$ cat config.mk
export PLATFORM = sky130hd
export DESIGN_NAME = scgr_global_regs
export DESIGN_NICKNAME = d
export VERILOG_FILES = /design/src/pkg/scgr_pkg.sv /design/src/hw/scgr_global_regs.sv /design/src/hw/scgr_addr_decode.sv
export SDC_FILE = /design/constraint.sdc
export NUM_CORES = 1
export LEC_CHECK = 0
export ABC_AREA = 1
export CORE_AREA = 2 2 169 105
export CTS_CLUSTER_SIZE = 28
export DETAILED_ROUTE_END_ITERATION = 16
export DIE_AREA = 0 0 171 107
export DONT_BUFFER_PORTS = 1
export GPL_TIMING_DRIVEN = 0
export PLACE_DENSITY_LB_ADDON = 0.05
export REMOVE_ABC_BUFFERS = 1
export SETUP_SLACK_MARGIN = 0.4
export SYNTH_ARGS = -nofsm -noshare
export SYNTH_HDL_FRONTEND = slang
export SYNTH_SLANG_ARGS = --single-unit
$ cat constraint.sdc
create_clock -name sys_clk_i -period 3.3 [get_ports sys_clk_i]
set_input_delay 0.66 -clock sys_clk_i [delete_from_list [all_inputs] [get_ports sys_clk_i]]
set_output_delay 0.66 -clock sys_clk_i [all_outputs]
set_load 0.01 [all_outputs]
$ cat src/pkg/scgr_pkg.sv
// Package for the global control and status register bank of the serializer core.
// Assumes one 100 MHz system clock and a synchronous active-low reset.
package scgr_pkg;

    // ----------------------------------------
    // System address space
    // ----------------------------------------
    localparam int SYS_AW = 18;
    localparam int DATA_W = 32;
    localparam int PAR_W = 4;
    localparam int REG_W = 8;

    // Region prefixes, upper address bits [17:8]
    localparam logic [9:0] PFX_QUAD_A_INT = 10'h300;
    localparam logic [9:0] PFX_QUAD_B_INT = 10'h301;
    localparam logic [9:0] PFX_CHAN_A = 10'h308;
    localparam logic [9:0] PFX_CHAN_B = 10'h309;
    // Global region prefix, upper address bits [17:4]
    localparam logic [13:0] PFX_GLOBAL = 14'h30a0;

    // ----------------------------------------
    // Register offsets
    // ----------------------------------------
    localparam logic [17:0] CLOCK_SOURCE_SELECT_OFS = 18'h3_0a00;
    localparam logic [17:0] FIFO_THRESHOLD_LOW_BITS_OFS = 18'h3_0a01;
    localparam logic [17:0] FIFO_THRESHOLD_HIGH_AND_RESYNC_OFS = 18'h3_0a02;
    localparam logic [17:0] GROUP_ALIGNMENT_STATUS_OFS = 18'h3_0a03;

    // ----------------------------------------
    // Field positions, data bit n is field bit n
    // ----------------------------------------
    localparam int TX_SRC_A_POS = 0;
    localparam int RX_SRC_A_POS = 2;
    localparam int TX_SRC_B_POS = 4;
    localparam int RX_SRC_B_POS = 6;
    localparam int FIFO_MIN_LO_POS = 5;
    localparam int FIFO_MIN_HI_POS = 0;
    localparam int RESYNC_POS = 2;
    localparam int OVFL_POS = 0;
    localparam int OOS_POS = 1;

    // Writable bit masks
    localparam logic [7:0] CLK_SEL_MASK = 8'hff;
    localparam logic [7:0] THR_LO_MASK = 8'he0;
    localparam logic [7:0] THR_HI_MASK = 8'h07;

    // ----------------------------------------
    // Reset values
    // ----------------------------------------
    localparam logic [7:0] CLOCK_SOURCE_SELECT_RST = 8'h00;
    localparam logic [7:0] FIFO_THRESHOLD_LOW_BITS_RST = 8'h00;
    localparam logic [7:0] FIFO_THRESHOLD_HIGH_AND_RESYNC_RST = 8'h00;
    localparam logic [7:0] GROUP_ALIGNMENT_STATUS_RST = 8'h00;

    // ----------------------------------------
    // Types
    // ----------------------------------------
    typedef enum logic [2:0] {
        RGN_NONE,
        RGN_QUAD_A_INT,
        RGN_QUAD_B_INT,
        RGN_CHAN_A,
        RGN_CHAN_B,
        RGN_GLOBAL
    } scgr_region_t;

    typedef struct packed {
        logic we;
        logic [SYS_AW-1:0] addr;
        logic [DATA_W-1:0] wdata;
        logic [PAR_W-1:0] wpar;
    } scgr_req_t;

    typedef struct packed {
        logic [DATA_W-1:0] rdata;
        logic [PAR_W-1:0] rpar;
    } scgr_rsp_t;

endpackage

$ cat src/hw/scgr_global_regs.sv
// Global register bank with the two access ports and the region decode.
// Assumes requests held until acknowledged and core status inputs on sys_clk_i.
//
// Contract
// - Two-bit transmit clock source per quad, bits 0-1 and 4-5, 01=C, 11=D.
// - Two-bit receive clock source per quad, bits 2-3 and 6-7, 01=C, 11=D.
// - Threshold low three bits in second register bits 5-7, bit 5 least.
// - Threshold high two bits in third register bits 0-1, bit 1 most.
// - Rising edge of resync bit resynchronizes group; bit reset to zero.
// - Status bit 0 shows alignment FIFO overflow; zero after reset.
// - Status bit 1 shows alignment out of sync; zero after reset.
// - Registers are eight bits; status read-only, control read-write.
// - Decode 300xx, 301xx, 308xx, 309xx and 30A0x to their regions.
// - Processor address bits 14 to 31 form system address 17 to 0.
// - Fabric address bits 17 to 0 map directly to system address.
// - Thirty-two data plus four parity bits, bit n equals bit n.
// - Only data bits 0 to 7 are defined, field bits match.
`timescale 1ns/1ps
module scgr_global_regs (
    input wire logic sys_clk_i,
    input wire logic reset_n_i,
    // Processor bus port
    input wire logic processor_bus_port_req_i,
    input wire logic processor_bus_port_we_i,
    input wire logic [0:31] processor_port_address_i,
    input wire logic [scgr_pkg::DATA_W-1:0] processor_bus_port_wdata_i,
    input wire logic [scgr_pkg::PAR_W-1:0] processor_bus_port_wpar_i,
    output logic processor_bus_port_ack_o,
    output logic [scgr_pkg::DATA_W-1:0] processor_bus_port_rdata_o,
    output logic [scgr_pkg::PAR_W-1:0] processor_bus_port_rpar_o,
    // Fabric master port
    input wire logic fabric_master_port_req_i,
    input wire logic fabric_master_port_we_i,
    input wire logic [scgr_pkg::SYS_AW-1:0] fabric_master_address_i,
    input wire logic [scgr_pkg::DATA_W-1:0] fabric_master_port_wdata_i,
    input wire logic [scgr_pkg::PAR_W-1:0] fabric_master_port_wpar_i,
    output logic fabric_master_port_ack_o,
    output logic [scgr_pkg::DATA_W-1:0] fabric_master_port_rdata_o,
    output logic [scgr_pkg::PAR_W-1:0] fabric_master_port_rpar_o,
    // Forwarded access to the other register regions
    output logic ext_req_o,
    output scgr_pkg::scgr_region_t ext_region_o,
    output scgr_pkg::scgr_req_t ext_cmd_o,
    input wire logic ext_ack_i,
    input wire logic [scgr_pkg::DATA_W-1:0] ext_rdata_i,
    input wire logic [scgr_pkg::PAR_W-1:0] ext_rpar_i,
    // Core controls and status
    output logic [1:0] tx_clock_source_quad_a_o,
    output logic [1:0] rx_clock_source_quad_a_o,
    output logic [1:0] tx_clock_source_quad_b_o,
    output logic [1:0] rx_clock_source_quad_b_o,
    output logic [4:0] rx_fifo_min_o,
    output logic group_resync_trigger_o,
    input wire logic group_align_overflow_i,
    input wire logic group_align_out_of_sync_i
);
    import scgr_pkg::*;

    typedef enum logic [1:0] {ST_IDLE, ST_EXT} scgr_state_t;

    // ----------------------------------------
    // Port selection and decode
    // ----------------------------------------
    scgr_req_t proc_req;
    scgr_req_t fab_req;
    scgr_req_t sel_req;
    scgr_region_t sel_region;
    logic [3:0] sel_idx;
    logic proc_take;
    logic fab_take;

    always_comb begin
        proc_req.we = processor_bus_port_we_i;
        proc_req.addr = processor_port_address_i[14:31];
        proc_req.wdata = processor_bus_port_wdata_i;
        proc_req.wpar = processor_bus_port_wpar_i;
        fab_req.we = fabric_master_port_we_i;
        fab_req.addr = fabric_master_address_i;
        fab_req.wdata = fabric_master_port_wdata_i;
        fab_req.wpar = fabric_master_port_wpar_i;
    end

    scgr_addr_decode u_decode (
        .addr_i(sel_req.addr),
        .region_o(sel_region),
        .reg_idx_o(sel_idx)
    );

    // ----------------------------------------
    // State
    // ----------------------------------------
    scgr_state_t state_ff, nxt_state;
    logic owner_ff, nxt_owner;
    logic [7:0] clk_sel_ff, nxt_clk_sel;
    logic [7:0] thr_lo_ff, nxt_thr_lo;
    logic [7:0] thr_hi_ff, nxt_thr_hi;
    logic [7:0] status_ff, nxt_status;
    logic resync_pulse_ff, nxt_resync_pulse;
    logic proc_ack_ff, nxt_proc_ack;
    logic fab_ack_ff, nxt_fab_ack;
    scgr_rsp_t proc_rsp_ff, nxt_proc_rsp;
    scgr_rsp_t fab_rsp_ff, nxt_fab_rsp;
    logic ext_req_ff, nxt_ext_req;
    scgr_region_t ext_region_ff, nxt_ext_region;
    scgr_req_t ext_cmd_ff, nxt_ext_cmd;
    logic [7:0] rd_byte;
    scgr_rsp_t rsp;

    // ----------------------------------------
    // Next-state logic
    // ----------------------------------------
    always_comb begin
        proc_take = 1'b0;
        fab_take = 1'b0;
        nxt_state = state_ff;
        nxt_owner = owner_ff;
        nxt_clk_sel = clk_sel_ff;
        nxt_thr_lo = thr_lo_ff;
        nxt_thr_hi = thr_hi_ff;
        nxt_proc_ack = 1'b0;
        nxt_fab_ack = 1'b0;
        nxt_proc_rsp = proc_rsp_ff;
        nxt_fab_rsp = fab_rsp_ff;
        nxt_ext_req = 1'b0;
        nxt_ext_region = ext_region_ff;
        nxt_ext_cmd = ext_cmd_ff;
        rd_byte = 8'h00;
        rsp.rdata = '0;
        rsp.rpar = '0;
        // Live core status, read-only
        nxt_status = 8'h00;
        nxt_status[OVFL_POS] = group_align_overflow_i;
        nxt_status[OOS_POS] = group_align_out_of_sync_i;
        // Processor port first, a port is skipped while its ack shows
        if (state_ff == ST_IDLE) begin
            proc_take = processor_bus_port_req_i && !proc_ack_ff;
            fab_take = !proc_take && fabric_master_port_req_i && !fab_ack_ff;
        end
        sel_req = proc_take ? proc_req : fab_req;
        unique case (state_ff)
            ST_IDLE: begin
                if (proc_take || fab_take) begin
                    nxt_owner = fab_take;
                    if (sel_region == RGN_GLOBAL) begin
                        unique case (sel_req.addr)
                            CLOCK_SOURCE_SELECT_OFS: begin
                                rd_byte = clk_sel_ff;
                                if (sel_req.we) begin
                                    nxt_clk_sel = sel_req.wdata[7:0] & CLK_SEL_MASK;
                                end
                            end
                            FIFO_THRESHOLD_LOW_BITS_OFS: begin
                                rd_byte = thr_lo_ff;
                                if (sel_req.we) begin
                                    nxt_thr_lo = sel_req.wdata[7:0] & THR_LO_MASK;
                                end
                            end
                            FIFO_THRESHOLD_HIGH_AND_RESYNC_OFS: begin
                                rd_byte = thr_hi_ff;
                                if (sel_req.we) begin
                                    nxt_thr_hi = sel_req.wdata[7:0] & THR_HI_MASK;
                                end
                            end
                            GROUP_ALIGNMENT_STATUS_OFS: begin
                                rd_byte = status_ff;
                            end
                            default: begin
                                rd_byte = 8'h00;
                            end
                        endcase
                        rsp.rdata = {24'h00_0000, rd_byte};
                        for (int i = 0; i < PAR_W; i++) begin
                            rsp.rpar[i] = ^rsp.rdata[8*i +: 8];
                        end
                        if (proc_take) begin
                            nxt_proc_ack = 1'b1;
                            nxt_proc_rsp = rsp;
                        end else begin
                            nxt_fab_ack = 1'b1;
                            nxt_fab_rsp = rsp;
                        end
                    end else if (sel_region == RGN_NONE) begin
                        // Unmapped address answers zero
                        nxt_proc_ack = proc_take;
                        nxt_fab_ack = fab_take;
                        if (proc_take) begin
                            nxt_proc_rsp = rsp;
                        end else begin
                            nxt_fab_rsp = rsp;
                        end
                    end else begin
                        nxt_ext_req = 1'b1;
                        nxt_ext_region = sel_region;
                        nxt_ext_cmd = sel_req;
                        nxt_state = ST_EXT;
                    end
                end
            end
            ST_EXT: begin
                if (ext_ack_i) begin
                    rsp.rdata = ext_rdata_i;
                    rsp.rpar = ext_rpar_i;
                    nxt_state = ST_IDLE;
                    if (owner_ff) begin
                        nxt_fab_ack = 1'b1;
                        nxt_fab_rsp = rsp;
                    end else begin
                        nxt_proc_ack = 1'b1;
                        nxt_proc_rsp = rsp;
                    end
                end
            end
        endcase
        // Pulse on a zero-to-one change of the resync bit
        nxt_resync_pulse = nxt_thr_hi[RESYNC_POS] && !thr_hi_ff[RESYNC_POS];
    end

    // ----------------------------------------
    // Registers
    // ----------------------------------------
    always_ff @(posedge sys_clk_i) begin
        if (!reset_n_i) begin
            state_ff <= ST_IDLE;
            owner_ff <= 1'b0;
            clk_sel_ff <= CLOCK_SOURCE_SELECT_RST;
            thr_lo_ff <= FIFO_THRESHOLD_LOW_BITS_RST;
            thr_hi_ff <= FIFO_THRESHOLD_HIGH_AND_RESYNC_RST;
            status_ff <= GROUP_ALIGNMENT_STATUS_RST;
            resync_pulse_ff <= 1'b0;
            proc_ack_ff <= 1'b0;
            fab_ack_ff <= 1'b0;
            proc_rsp_ff <= '0;
            fab_rsp_ff <= '0;
            ext_req_ff <= 1'b0;
            ext_region_ff <= RGN_NONE;
            ext_cmd_ff <= '0;
        end else begin
            state_ff <= nxt_state;
            owner_ff <= nxt_owner;
            clk_sel_ff <= nxt_clk_sel;
            thr_lo_ff <= nxt_thr_lo;
            thr_hi_ff <= nxt_thr_hi;
            status_ff <= nxt_status;
            resync_pulse_ff <= nxt_resync_pulse;
            proc_ack_ff <= nxt_proc_ack;
            fab_ack_ff <= nxt_fab_ack;
            proc_rsp_ff <= nxt_proc_rsp;
            fab_rsp_ff <= nxt_fab_rsp;
            ext_req_ff <= nxt_ext_req;
            ext_region_ff <= nxt_ext_region;
            ext_cmd_ff <= nxt_ext_cmd;
        end
    end

    // ----------------------------------------
    // Outputs
    // ----------------------------------------
    assign processor_bus_port_ack_o = proc_ack_ff;
    assign processor_bus_port_rdata_o = proc_rsp_ff.rdata;
    assign processor_bus_port_rpar_o = proc_rsp_ff.rpar;
    assign fabric_master_port_ack_o = fab_ack_ff;
    assign fabric_master_port_rdata_o = fab_rsp_ff.rdata;
    assign fabric_master_port_rpar_o = fab_rsp_ff.rpar;
    assign ext_req_o = ext_req_ff;
    assign ext_region_o = ext_region_ff;
    assign ext_cmd_o = ext_cmd_ff;
    // Code reads with field bit 0 on the left, 01 picks channel C
    assign tx_clock_source_quad_a_o = {clk_sel_ff[TX_SRC_A_POS], clk_sel_ff[TX_SRC_A_POS+1]};
    assign rx_clock_source_quad_a_o = {clk_sel_ff[RX_SRC_A_POS], clk_sel_ff[RX_SRC_A_POS+1]};
    assign tx_clock_source_quad_b_o = {clk_sel_ff[TX_SRC_B_POS], clk_sel_ff[TX_SRC_B_POS+1]};
    assign rx_clock_source_quad_b_o = {clk_sel_ff[RX_SRC_B_POS], clk_sel_ff[RX_SRC_B_POS+1]};
    // Threshold: high bits 1 then 0, low bits 7 down to 5
    assign rx_fifo_min_o = {thr_hi_ff[FIFO_MIN_HI_POS+1], thr_hi_ff[FIFO_MIN_HI_POS],
                            thr_lo_ff[FIFO_MIN_LO_POS+2], thr_lo_ff[FIFO_MIN_LO_POS+1],
                            thr_lo_ff[FIFO_MIN_LO_POS]};
    assign group_resync_trigger_o = resync_pulse_ff;

endmodule // scgr_global_regs

$ cat src/hw/scgr_addr_decode.sv
// Address decoder of the 18-bit system register space.
// Assumes a stable address while a request is presented.
`timescale 1ns/1ps
module scgr_addr_decode (
    input wire logic [scgr_pkg::SYS_AW-1:0] addr_i,
    output scgr_pkg::scgr_region_t region_o,
    output logic [3:0] reg_idx_o
);
    import scgr_pkg::*;

    // ----------------------------------------
    // Region decode
    // ----------------------------------------
    always_comb begin
        reg_idx_o = addr_i[3:0];
        region_o = RGN_NONE;
        if (addr_i[17:4] == PFX_GLOBAL) begin
            region_o = RGN_GLOBAL;
        end else if (addr_i[17:8] == PFX_QUAD_A_INT) begin
            region_o = RGN_QUAD_A_INT;
        end else if (addr_i[17:8] == PFX_QUAD_B_INT) begin
            region_o = RGN_QUAD_B_INT;
        end else if (addr_i[17:8] == PFX_CHAN_A) begin
            region_o = RGN_CHAN_A;
        end else if (addr_i[17:8] == PFX_CHAN_B) begin
            region_o = RGN_CHAN_B;
        end
    end

endmodule // scgr_addr_decode

==> results.yml <==
logic_synthesis:
  synth-simple-area-share_pct: 22.7
  yosys.area.top_type: "dfxtp_1"
  synth.avg_cell_area_um2: 7.39
  synth_edf_count: 0
  synthAdderAreaFrac_pct: 0
  synth_compound_area_share_pct: 21.8
  synth_top_flop_cell: "dfxtp_1"
  synth_mux_area_share_pct: 0
  synth_most_common_cell: "nand2_1"
  syn_inst: 891
  synthArstFlopShare_pct: 0
  synth_warnings: 0
  synth_top_family_by_area: "simple AND/OR/NAND/NOR gates"
  syn-cell-area_um2: 6590
  synth_xor_area_share_pct: 0
  ys_types: 36
  yosys.area.top_type_share_pct: 46.2
  synthTopCellsByArea: "dfxtp_1, nand2_1, o21ai_0, a21oi_1, nor2_1"
  ys_ff_latch: 152
  yosysSeqAreaShare_pct: 46.2
  yosys-top-cells-count: "nand2_1, dfxtp_1, o21ai_0, a21oi_1, nor2_1"
detailed_routing:
  vias_per_cell: 5.42
  drt_iter0_drc: 510
  wirelength_um: 21900
  ant_nets: 0
  vias: 6165
  drc: 0
  dr.pass1.iters: 5
  avgRoutedWirePerCell_um: 19.2
sta:
  worst_slew_pin_slew_ns: 0.974
  setup_viol: 0
  rsz0062_at_grt: "no"
  clock_skew_ns: 0.00637
  slew_violations: 0
  period_share_pct: 83.6
  hold_viol: 0
  max_slew_margin_pct: 35.0
  fin_crit_ns: 2.76
  clock.fmax_mhz: 363
critical_path:
  cp-end-kind: "flip-flop"
  cp_cell_sequence: "clkinv_8, nand2_8, nor2_4, buf_12, nand2_1, nand2_1, nor2_2, nand2_4, nor3_4, a31oi_2, nand3_2, nand2_4, inv_4, a21oi_4, bufbuf_16, o21ai_1, a21oi_1"
  startpoint_type: "flip-flop"
  rrSetupSlack_ns: 0.54
  worstReg2RegStart: "processor_bus_port_ack_o$_SDFF_PN0_"
  cp_slowest_cell: "dfxtp_4"
  critPathMaxStageDelay_ns: 0.39
  critPathMaxFanout: 19
  arrival_ns: 3.11
  cp.required_ns: 3.65
  cp-startpoint: "processor_bus_port_ack_o$_SDFF_PN0_"
  cp_num_buf_inv: 4
  cp_top_family: "simple AND/OR/NAND/NOR gates"
  criticalPathCategory: "reg -> reg"
global_route:
  grt_util_met2_pct: 35.0
  grt_pass1_wl_um: 32900
  met1_usage_pct: 30.8
  grt-busiest-layer: "met2"
  grt-ovfl-total: 0
  grtUsageTotal_pct: 23.5
  grt_pass1_vias: 5960
  grt_util_met3_pct: 9.19
  antenna_found_initial: 0
  grt_max_degree: 134
final_layout:
  fin_nets: 1058
  fin_cells: 1138
  drive_above_1_share_pct: 13.3
  antenna_cells: 0
  syn_to_final_growth_pct: 17.7
hold_path:
  min_path_type: "in -> reg"
  hold_path.startpoint: "group_align_overflow_i"
clocking:
  holdBufCountCts: 0
  cts_max_path_buffers: 2
  worstSkewPairLatency_ns: 0.42
  cts_tree: "done"
  clock-sinks: 152
  cts_root_buffer: "clkbuf_16"
  cts.clk_slew.worst_paths_ns: 0.06
  cts_htree_levels: 4
  cts_buffers: 17
pwr:
  totalPowerFinal_uw: 4260
  leakage_uw: 0.00321
  powerDensity_nw_per_um2: 550
  vdd_drop_max_v: 0.000297
floorplan:
  fp-row-count: 37
  coreArea_um2: 16800
  start_util_pct: 39.3
  ios: 314
  fp.dieH_um: 107
  die_area_um2: 18300
  die_w_um: 171
outcome:
  outcome: "completed"
placement:
  routabilityCongestion: 0.752
  place_inst: 1068
  dpl.hpwl_um: 13600
  io_buffers: 0
flow_run:
  max-cap-violations: 0
-- metrics by stage --
step	hold slack [ns]	utilization (%)	area [um^2]	TNS (ns)	setup WS, ns
6_report	0.354	46.3	7750	0	0.542
5_1_grt	0.340	46.3	7750	0	0.402
4_1_cts	0.341	44.9	7520	0	0.425
3_5_place_dp	0.481	39.5	6620	-92.58	-1.34
3_3_place_gp	0.470	39.1	6550	-307.76	-2.72
2_1_floorplan	0.452	-	6260	-84.64	-0.834
-- worst paths after layout --
path	cells past startpoint	to
worst min-delay path	2	status_ff[0]$_SDFF_PN0_
worst min register to register	2	owner_ff$_SDFFE_PN0P_
worst max register to register	17	processor_bus_port_rdata_o[9]$_SDFFE_PN0P_
worst max-delay path	17	processor_bus_port_rdata_o[9]$_SDFFE_PN0P_
-- final cells by class --
cell class,instances,area [um^2]
Clock buffer,22,464
Fill cell,1668,9010
Clock inverter,10,119
Timing Repair Buffer,33,433
Multi-Input combinational cell,612,3090
Tap cell,234,293
Inverter,75,304
Sequential cell,152,3050
-- routing by layer --
metal  part of all wire (%)  vias to the layer above
met5                      0                        -
met1                     45                     2888
met4                    1.9                        0
li1                       -                     2973
met3                     11                       36
met2                     43                      268
-- flip-flops by register name, indices dropped and copies added (netlist names), 2 cells and up --
register,cells
ext_cmd_o,55
processor_bus_port_rpar_o,4
fabric_master_port_rdata_o,32
fabric_master_port_rpar_o,4
processor_bus_port_rdata_o,32
thr_hi_ff,3
status_ff,2
ext_region_o,3
clk_sel_ff,8
thr_lo_ff,3
-- kinds of logic after synthesis --
family	after synthesis
compound gates	267
simple gates	337
buf+inv	135
flops	152
-- cell usage in the layout, fill, tap and decap left out, types with 2 or more instances in the layout --
master / n
a31oi_1: 30
o21a_1: 2
inv_4: 2
nor2_4: 13
nand2_4: 5
dfxtp_1: 150
a211oi_1: 3
clkbuf_1: 3
nand4_1: 6
clkinvlp_4: 3
nand2_2: 5
nand3_4: 2
nand3_2: 3
buf_12: 10
or2_2: 5
o21ai_0: 102
buf_4: 20
nand3_1: 35
inv_1: 66
nand2_1: 189
clkinv_2: 2
inv_2: 5
a21oi_1: 87
clkbuf_8: 2
nor2_1: 66
a22o_1: 8
clkbuf_16: 19
o21ai_1: 31
nand3b_1: 2
inv_6: 3
dfxtp_4: 2
nor2_2: 6
bufinv_16: 2
-- timing repair --
item / in CTS / in global routing
endpoints found under the setup margin: 149 / 134
resized for setup: 19 / 12
pin swaps: 7 / 11
gates cloned: 9 / 2
setup buffers: 12 / 15
-- power by group --
| group | total [uW] | switching (uW) | internal, uW |
|---|---|---|---|
| sequential | 1980 | 78.3 | 1900 |
| combinational | 353 | 229 | 124 |
| clock | 1930 | 773 | 1160 |
| total | 4260 | 1080 | 3180 |
(Power assumes the default switching activity.)
